$ cat config.mk
export PLATFORM = sky130hd
export DESIGN_NAME = mia_indirect_regs
export DESIGN_NICKNAME = d
export VERILOG_FILES = /design/src/mia_pkg.sv /design/src/mia_indirect_regs.sv
export SDC_FILE = /design/constraint.sdc
export NUM_CORES = 1
export LEC_CHECK = 0
export ABC_AREA = 1
export CORE_UTILIZATION = 65
export DETAILED_ROUTE_END_ITERATION = 8
export DONT_BUFFER_PORTS = 1
export GPL_ROUTABILITY_DRIVEN = 0
export GPL_TIMING_DRIVEN = 0
export PLACE_DENSITY_LB_ADDON = 0.05
export SLEW_MARGIN = 20
export SYNTH_ARGS = -nofsm -noshare
export SYNTH_HDL_FRONTEND = slang
export SYNTH_SLANG_ARGS = --single-unit
$ cat constraint.sdc
create_clock -name core_clk -period 3 [get_ports core_clk]
set_input_delay 0.3 -clock core_clk [delete_from_list [all_inputs] [get_ports core_clk]]
set_output_delay 0.3 -clock core_clk [all_outputs]
set_load 0.05 [all_outputs]
$ cat src/mia_pkg.sv
// Constants for the indirect manageable-device register window.
package mia_pkg;
    localparam logic [4:0] ADDR_CTRL = 5'h0d;
    localparam logic [4:0] ADDR_DATA = 5'h0e;
    localparam logic [4:0] ADDR_EXTSTAT = 5'h0f;
    localparam int OP_HI = 15;
    localparam int OP_LO = 14;
    localparam int DEV_HI = 4;
    localparam int DEV_LO = 0;
    localparam int RSV_HI = 13;
    localparam int RSV_LO = 5;
    localparam logic [1:0] OP_ADDRESS = 2'h0;
    localparam logic [1:0] OP_DATA_NOINC = 2'h1;
    localparam logic [1:0] OP_DATA_INC_RW = 2'h2;
    localparam logic [1:0] OP_DATA_INC_WR = 2'h3;
    localparam logic [15:0] CTRL_RESET = 16'h0000;
    localparam logic [15:0] ADDR_RESET = 16'h0000;
    localparam logic [15:0] EXTSTAT_VALUE = 16'h3000;
endpackage

$ cat src/mia_indirect_regs.sv
// Indirect access control, address/data window and extended status registers.
// Behaviour
// - Control bits 15:14 select mode; 00 address, 01 data without increment.
// - Mode 10: data access, address advances after every read and write.
// - Mode 11: data access, address advances after writes only.
// - Control bits 4:0 hold a read/write device address, reset zero.
// - In mode 00 the address/data register writes and reads the target address.
// - In other modes the address/data register reads/writes the selected register data.
// - Extended status bits 15 and 14 read zero.
// - Extended status bits 13 and 12 read one.
`timescale 1ns/1ps
`default_nettype none
module mia_indirect_regs (
    input wire logic core_clk,
    input wire logic resetn,
    input wire logic regWrEn,
    input wire logic regRdEn,
    input wire logic [4:0] regAddr,
    input wire logic [15:0] regWrData,
    output logic [15:0] regRdData,
    output logic [4:0] mmdDevAddr,
    output logic [15:0] mmdRegAddr,
    output logic mmdWrEn,
    output logic mmdRdEn,
    output logic [15:0] mmdWrData,
    input wire logic [15:0] mmdRdData
);
    logic [15:0] ctrl_q, ctrl_d;
    logic [15:0] regPtr_q, regPtr_d;
    logic [15:0] rdData_q, rdData_d;
    logic [1:0] opMode;
    logic dataMode;
    logic hitCtrl, hitData, hitStat;

    // The pointer wraps from ffff to 0000, so a long burst simply runs round the register space.
    function automatic logic [15:0] nextPtr(input logic [15:0] ptr);
        return ptr + 16'h0001;
    endfunction

    // Mode 10 advances after reads and writes; mode 11 after writes only.
    function automatic logic advanceOnWrite(input logic [1:0] mode);
        return (mode == mia_pkg::OP_DATA_INC_RW) || (mode == mia_pkg::OP_DATA_INC_WR);
    endfunction

    function automatic logic advanceOnRead(input logic [1:0] mode);
        return (mode == mia_pkg::OP_DATA_INC_RW);
    endfunction

    assign opMode = ctrl_q[mia_pkg::OP_HI:mia_pkg::OP_LO];
    assign dataMode = (opMode != mia_pkg::OP_ADDRESS);
    assign hitCtrl = (regAddr == mia_pkg::ADDR_CTRL);
    assign hitData = (regAddr == mia_pkg::ADDR_DATA);
    assign hitStat = (regAddr == mia_pkg::ADDR_EXTSTAT);

    assign mmdDevAddr = ctrl_q[mia_pkg::DEV_HI:mia_pkg::DEV_LO];
    assign mmdRegAddr = regPtr_q;
    // Data accesses pass straight through to the selected device in the same cycle.
    assign mmdWrEn = regWrEn && hitData && dataMode;
    assign mmdRdEn = regRdEn && hitData && dataMode;
    assign mmdWrData = regWrData;
    assign regRdData = rdData_q;

    always_comb begin
        ctrl_d = ctrl_q;
        regPtr_d = regPtr_q;
        rdData_d = rdData_q;
        if (regWrEn && hitCtrl) begin
            ctrl_d = regWrData;
        end
        if (regWrEn && hitData) begin
            if (!dataMode) begin
                regPtr_d = regWrData;
            end else if (advanceOnWrite(opMode)) begin
                regPtr_d = nextPtr(regPtr_q);
            end
        end
        if (regRdEn) begin
            if (hitCtrl) begin
                rdData_d = ctrl_q;
            end else if (hitData) begin
                rdData_d = dataMode ? mmdRdData : regPtr_q;
                // Reads advance only in mode 10; mode 11 leaves the pointer alone.
                if (advanceOnRead(opMode)) begin
                    regPtr_d = nextPtr(regPtr_q);
                end
            end else if (hitStat) begin
                rdData_d = mia_pkg::EXTSTAT_VALUE;
            end else begin
                rdData_d = 16'h0000;
            end
        end
    end

    always_ff @(posedge core_clk) begin
        if (!resetn) begin
            ctrl_q <= mia_pkg::CTRL_RESET;
            regPtr_q <= mia_pkg::ADDR_RESET;
            rdData_q <= 16'h0000;
        end else begin
            ctrl_q <= ctrl_d;
            regPtr_q <= regPtr_d;
            rdData_q <= rdData_d;
        end
    end

    property p_ctrl_reset;
        @(posedge core_clk) $rose(resetn) |-> (opMode == 2'h0 && mmdDevAddr == 5'h00);
    endproperty
    a_ctrl_reset: assert property (p_ctrl_reset) else $error("control not reset");

    property p_inc_rw_read;
        @(posedge core_clk) disable iff (!resetn)
        (regRdEn && !regWrEn && hitData && opMode == 2'h2) |=> (regPtr_q == $past(regPtr_q) + 16'h0001);
    endproperty
    a_inc_rw_read: assert property (p_inc_rw_read) else $error("mode 10 read did not advance");

    property p_inc_wr_read;
        @(posedge core_clk) disable iff (!resetn)
        (regRdEn && !regWrEn && hitData && opMode == 2'h3) |=> (regPtr_q == $past(regPtr_q));
    endproperty
    a_inc_wr_read: assert property (p_inc_wr_read) else $error("mode 11 read moved pointer");

    property p_inc_wr_write;
        @(posedge core_clk) disable iff (!resetn)
        (regWrEn && !regRdEn && hitData && opMode == 2'h3) |=> (regPtr_q == $past(regPtr_q) + 16'h0001);
    endproperty
    a_inc_wr_write: assert property (p_inc_wr_write) else $error("mode 11 write did not advance");

    property p_noinc;
        @(posedge core_clk) disable iff (!resetn)
        (hitData && opMode == 2'h1) |=> (regPtr_q == $past(regPtr_q));
    endproperty
    a_noinc: assert property (p_noinc) else $error("mode 01 moved pointer");

    property p_dev_write;
        @(posedge core_clk) disable iff (!resetn)
        (regWrEn && hitCtrl) |=> (mmdDevAddr == $past(regWrData[4:0]));
    endproperty
    a_dev_write: assert property (p_dev_write) else $error("device address not stored");

    property p_addr_mode;
        @(posedge core_clk) disable iff (!resetn)
        (regWrEn && hitData && opMode == 2'h0) |=> (regPtr_q == $past(regWrData)) && !$past(mmdWrEn);
    endproperty
    a_addr_mode: assert property (p_addr_mode) else $error("address mode write wrong");

    property p_data_read;
        @(posedge core_clk) disable iff (!resetn)
        (regRdEn && hitData && opMode != 2'h0) |=> (regRdData == $past(mmdRdData));
    endproperty
    a_data_read: assert property (p_data_read) else $error("data read not forwarded");

    property p_extstat;
        @(posedge core_clk) disable iff (!resetn)
        (regRdEn && hitStat) |=> (regRdData[15:12] == 4'h3 && regRdData[11:0] == 12'h000);
    endproperty
    a_extstat: assert property (p_extstat) else $error("extended status wrong");

    // Checks below are held off while reset is low; the release checks watch the release edge itself.
    property p_inc_rw_write;
        @(posedge core_clk) disable iff (!resetn)
        (regWrEn && !regRdEn && hitData && opMode == mia_pkg::OP_DATA_INC_RW)
            |=> (regPtr_q == $past(regPtr_q) + 16'h0001);
    endproperty
    a_inc_rw_write: assert property (p_inc_rw_write) else $error("mode 10 write did not advance");

    property p_addr_read;
        @(posedge core_clk) disable iff (!resetn)
        (regRdEn && !regWrEn && hitData && opMode == mia_pkg::OP_ADDRESS)
            |=> (regRdData == $past(regPtr_q)) && !$past(mmdRdEn);
    endproperty
    a_addr_read: assert property (p_addr_read) else $error("address mode read wrong");

    property p_ctrl_read;
        @(posedge core_clk) disable iff (!resetn)
        (regRdEn && !regWrEn && hitCtrl) |=> (regRdData == $past(ctrl_q));
    endproperty
    a_ctrl_read: assert property (p_ctrl_read) else $error("control read wrong");

    property p_data_write;
        @(posedge core_clk) disable iff (!resetn)
        (regWrEn && !regRdEn && hitData && opMode != mia_pkg::OP_ADDRESS)
            |-> (mmdWrEn && !mmdRdEn && mmdWrData == regWrData);
    endproperty
    a_data_write: assert property (p_data_write) else $error("data write not forwarded");

    property p_data_rd_strobe;
        @(posedge core_clk) disable iff (!resetn)
        (regRdEn && !regWrEn && hitData && opMode != mia_pkg::OP_ADDRESS) |-> (mmdRdEn && !mmdWrEn);
    endproperty
    a_data_rd_strobe: assert property (p_data_rd_strobe) else $error("data read strobe missing");

    property p_strobe_quiet;
        @(posedge core_clk) disable iff (!resetn)
        (!hitData || opMode == mia_pkg::OP_ADDRESS) |-> (!mmdWrEn && !mmdRdEn);
    endproperty
    a_strobe_quiet: assert property (p_strobe_quiet) else $error("stray device strobe");

    property p_stat_readonly;
        @(posedge core_clk) disable iff (!resetn)
        (regWrEn && hitStat) |=> (ctrl_q == $past(ctrl_q) && regPtr_q == $past(regPtr_q));
    endproperty
    a_stat_readonly: assert property (p_stat_readonly) else $error("status write changed state");

    // Read data stands until the next read, so a slow master may pick it up late.
    property p_rd_hold;
        @(posedge core_clk) disable iff (!resetn)
        !regRdEn |=> $stable(regRdData);
    endproperty
    a_rd_hold: assert property (p_rd_hold) else $error("read data changed without a read");

    property p_ptr_reset;
        @(posedge core_clk) $rose(resetn) |-> (mmdRegAddr == mia_pkg::ADDR_RESET && regRdData == 16'h0000);
    endproperty
    a_ptr_reset: assert property (p_ptr_reset) else $error("pointer not reset");

    property p_dev_hold;
        @(posedge core_clk) disable iff (!resetn)
        !(regWrEn && hitCtrl) |=> $stable(mmdDevAddr) && $stable(opMode);
    endproperty
    a_dev_hold: assert property (p_dev_hold) else $error("control changed without a write");

    property p_ptr_hold;
        @(posedge core_clk) disable iff (!resetn)
        !((regWrEn || regRdEn) && hitData) |=> $stable(regPtr_q);
    endproperty
    a_ptr_hold: assert property (p_ptr_hold) else $error("pointer moved without a window access");

    property p_mode_write;
        @(posedge core_clk) disable iff (!resetn)
        (regWrEn && hitCtrl) |=> (opMode == $past(regWrData[mia_pkg::OP_HI:mia_pkg::OP_LO]));
    endproperty
    a_mode_write: assert property (p_mode_write) else $error("operation mode not stored");
endmodule // mia_indirect_regs
`default_nettype wire

# Word-level counts from Yosys, hierarchy flattened
# Index checks and enable logic that the tools add are counted.
dict set report word_totals {
  reg_bits 48
  latchBits 0
  mem_bits_rw 0
  romBits 0
  input_bits 41
  output_inout_bits 55
  elab_cells 27
  n_memories 0
}
dict set report classes {
  add_sub_neg 1
  n_mul 0
  div 0
  n_lt_le_gt_ge 0
  eq_ne 5
  shifts 0
  mux 11
  bitwise_logic 0
  reduce_logical 7
}
# cell count
set ops {}
lappend ops {{2-to-1 mux 16 bit} 10}
lappend ops {{adder 16 x 1 -> 16 bit (second input constant)} 1}
lappend ops {{== test 5 x 4 -> 1 bit (second input constant)} 3}
lappend ops {{2-to-1 mux 14 bit} 1}
lappend ops {{logical AND 1 bit} 5}
lappend ops {{== test 2 bit (second input constant)} 2}
lappend ops {{nonzero test 2 bit} 1}
lappend ops {{logical OR 1 bit} 1}

# Depth between registers and ports, before layout
dict set report logic_depth {
  depth_word 9
  depth_mapped 9
  mapped_depth_nobuf 9
}

# Least setup slack after synthesis
# OpenSTA, ideal clock, no wires.
dict set report synth_path {
  path_kind {flip-flop to output port}
  from {register ctrl_q[14]}
  to {output mmdRdEn}
  t_arrival_ns 1.859
  required_ns 2.700
  path_slack_ns 0.841
  path_stages_with_launch 5
  path_buffers 2
  path_cell_list {dfxtp_1 > nor2_1 > buf_4 > buf_2 > nor3_1}
}
dict set report synth_via {
  elab_chain_len 2
}
# element line
set synth_lines {}
lappend synth_lines {{from (decl)} mia_indirect_regs.sv:28} ;# logic [15:0] ctrl_q, ctrl_d;
lappend synth_lines {{from (signal assigned)} mia_indirect_regs.sv:96} ;# ctrl_q <= mia_pkg::CTRL_RESET;
lappend synth_lines {{from (signal assigned)} mia_indirect_regs.sv:100} ;# ctrl_q <= ctrl_d;
lappend synth_lines {{nonzero test 2 bit} mia_indirect_regs.sv:50} ;# assign dataMode = (opMode != mia_pkg::OP_ADDRESS);
lappend synth_lines {{logical AND 1 bit} mia_indirect_regs.sv:59} ;# assign mmdRdEn = regRdEn && hitData && dataMode;
lappend synth_lines {{to (decl)} mia_indirect_regs.sv:24} ;# output logic mmdRdEn,
# Every way passes these cells.

# Worst setup path after layout
dict set report layout_path {
  from {register ctrl_q[14]}
  to {output mmdWrEn}
}
dict set report layout_via {
  elab_chain_len 2
}
# element line
set layout_lines {}
lappend layout_lines {{nonzero test 2 bit} mia_indirect_regs.sv:50}
lappend layout_lines {{logical AND 1 bit} mia_indirect_regs.sv:58} ;# assign mmdWrEn = regWrEn && hitData && dataMode;
lappend layout_lines {{to (decl)} mia_indirect_regs.sv:23} ;# output logic mmdWrEn,
# Every way passes these cells.

==> results.py <==
metrics = {
    "routing": {
        "dr.pass1.iters": 5,
        "ant_nets": 0,
        "wl_per_cell_um": 16.1,
        "via_count": 2791,
        "remaining_drc_errors": 0,
        "via_per_inst": 5.99,
        "drt_iter0_markers": 196,
        "drt-total-wl_um": 7500,
    },
    "placement": {
        "place_ws_ps": 903,
        "placed_area_sq_um": 2850,
        "placedCellCount": 458,
        "hpwl_um": 5740,
        "portBuffers": 0,
    },
    "clock_tree": {
        "cts_tree": "yes",
        "ctsHoldBuffers": 0,
        "cts_resized": 0,
        "ctsRootBufferMaster": "clkbuf_8",
        "post_cts_buffers": 0,
        "clockBufferDepth": 2,
        "cts_buffers": 5,
        "clk_latency_ps": 300,
        "cts_num_sinks": 48,
        "h-tree-depth": 2,
        "clk_pin_slew_ps": 90,
    },
    "synth": {
        "synth_area_sq_um": 2780,
        "syn_area_per_cell_sq_um": 6.82,
        "yosys_warnings": 0,
        "ys_ff_latch": 48,
        "syn_inst": 408,
        "ys_seq_area_share_pct": 34.5,
        "synthesis.nets": 450,
        "ys_types": 29,
    },
    "grt": {
        "grt_max_degree": 16,
        "antenna_found_initial": 0,
        "grt_first_pass_wirelength_um": 11600,
        "grt_pass1_vias": 2446,
        "grt_remaining_overflow": 0,
        "grt_use_total_pct": 34.6,
    },
    "finish": {
        "nNetsFinal": 457,
        "layout.filler_cells": 367,
        "fin_util_pct": 72.6,
        "drive_gt1_share_pct": 14.2,
        "area_delta_synth_final_pct": 5.94,
        "stdcell_area_sq_um": 2950,
        "final_cells": 466,
        "diodes": 0,
    },
    "floorplan": {
        "fp.dieH_um": 67.4,
        "pin_count": 96,
        "start_util_pct": 68.6,
        "row_count": 23,
        "coreArea_sq_um": 4060,
        "die_area_sq_um": 4550,
        "die_w_um": 67.4,
    },
    "power_and_ir_drop": {
        "clkPwrFrac_pct": 33.6,
        "p_comb_share_pct": 10.5,
        "p_int_uw": 872,
        "switchingPower_uw": 375,
        "switching_share_pct": 30.1,
        "power.share.sequential_pct": 55.9,
        "power.leakage_nw": 1.21,
        "power.density_nw_per_um2": 423,
        "total_power_mw": 1.25,
        "worst_ir_drop_vdd_uv": 260,
    },
    "timing": {
        "fin_ws_ps": 779,
        "slew_headroom_pct": 39.4,
        "setup_viol": 0,
        "whs_ps": 132,
        "fin_crit_sh_pct": 74.0,
        "skew_ps": 3.85,
        "post-route-min-period_ps": 2220,
        "finalHoldViolations": 0,
        "timing.setup.tns_ps": 0,
        "worst_pin_slew_ps": 905,
        "rsz0062_at_grt": "no",
        "maxClockFrequency_mhz": 450,
        "slew_violations": 0,
    },
    "job": {
        "drv_cap": 0,
    },
    "critical_path": {
        "start_kind": "flop",
        "cp-end-kind": "output pin",
        "required_ps": 2700,
        "critical_path_class": "flop to output pin",
        "worstPathArrival_ps": 1920,
        "cp_max_fo": 10,
    },
    "outcome": {
        "outcome": "complete, no violations",
    },
    "worst_hold_path": {
        "hp-class": "input pin to flop",
    },
}
worst max-delay path, stage by stage, from the launching register on:
cell,delay [ps]
dfxtp_1,430
nor2_1,90
buf_4,180
buf_2,190
nor2_1,720
placed cells by master, fill, tap and decap left out, types with 6 or more instances in the layout:
| cell | synthesis | routed |
|---|---|---|
| a21oi_1 | 29 | 29 |
| a31oi_1 | 14 | 14 |
| buf_2 | 6 | 6 |
| buf_4 | 24 | 24 |
| clkbuf_1 | 6 | 6 |
| clkbuf_8 | 0 | 6 |
| dfxtp_1 | 48 | 48 |
| inv_1 | 29 | 29 |
| nand2_1 | 104 | 104 |
| nand3_1 | 38 | 38 |
| nor2_1 | 33 | 33 |
| o211ai_1 | 10 | 10 |
| o21ai_0 | 27 | 27 |
state kept, by name, summed over array words and instances (netlist names):
name        flops
ctrl_q         16
mmdRegAddr     16
regRdData      16
power by group through the flow:
stage	clock (mW)	sequential, mW	combinational (mW)
2_1_floorplan	0	0.710	0.113
3_3_place_gp	0	0.711	0.128
4_1_cts	0.417	0.697	0.131
6_report	0.419	0.697	0.131
5_1_grt	0.444	0.700	0.140
3_5_place_dp	0	0.712	0.130
layout make-up:
type / count / area, sq um / share of cell area [%]
inverters: 32 / 120 / 4.07
clock buffers: 6 / 82.6 / 2.80
clock inverters: 2 / 15.0 / 0.509
flip-flops and latches: 48 / 961 / 32.6
plain buffers: 39 / 270 / 9.17
multi-input cells: 289 / 1440 / 48.7
well taps: 50 / 62.6 / 2.12
synth_stat cells (all sizes together):
cell    number  area share [%]
nand2      109              16
dfxtp       48              35
nand3       41             8.2
nor2        38             6.3
buf         33             8.9
inv         32             4.3
a21oi       29             5.2
o21ai       29             5.2
a31oi       14             3.1
o211ai      10             2.7
clkbuf       6            0.81
nand4        5             1.3
nor3         4            0.72
o22ai        4            0.90
xor2         4             1.3
ha           1            0.45
xnor2        1            0.31
path summary, 6_finish.rpt:
kind / from / cells past startpoint / slack [ps] / endpoint
max: ctrl_q[14]$_SDFFE_PN0P_ / 4 / 780 / mmdWrEn
min: resetn / 2 / 130 / regRdData[2]$_SDFFE_PN0P_
max reg2reg: mmdRegAddr[1]$_SDFF_PN0_ / 9 / 970 / mmdRegAddr[10]$_SDFF_PN0_
min reg2reg: ctrl_q[5]$_SDFFE_PN0P_ / 2 / 470 / ctrl_q[5]$_SDFFE_PN0P_
cell families after synthesis:
family          Yosys count  synth area share [%]
simple gates            197                  32.2
xor+xnor                  5                  1.57
buf+inv                  71                  14.0
compound gates           86                  17.2
fa+ha+maj                 1                 0.450
flops                    48                  34.5
metal layers:
| metal | wire, um | track usage [%] | share of wire [%] |
|---|---|---|---|
| met1 | 3100 | 45.4 | 41 |
| met2 | 3500 | 55.4 | 47 |
| met3 | 831 | 9.12 | 11 |
| met4 | 76 | 10.1 | 1.0 |
| met5 | 0 | 0 | 0 |
Note: power is estimated with default switching activity, not from simulation.
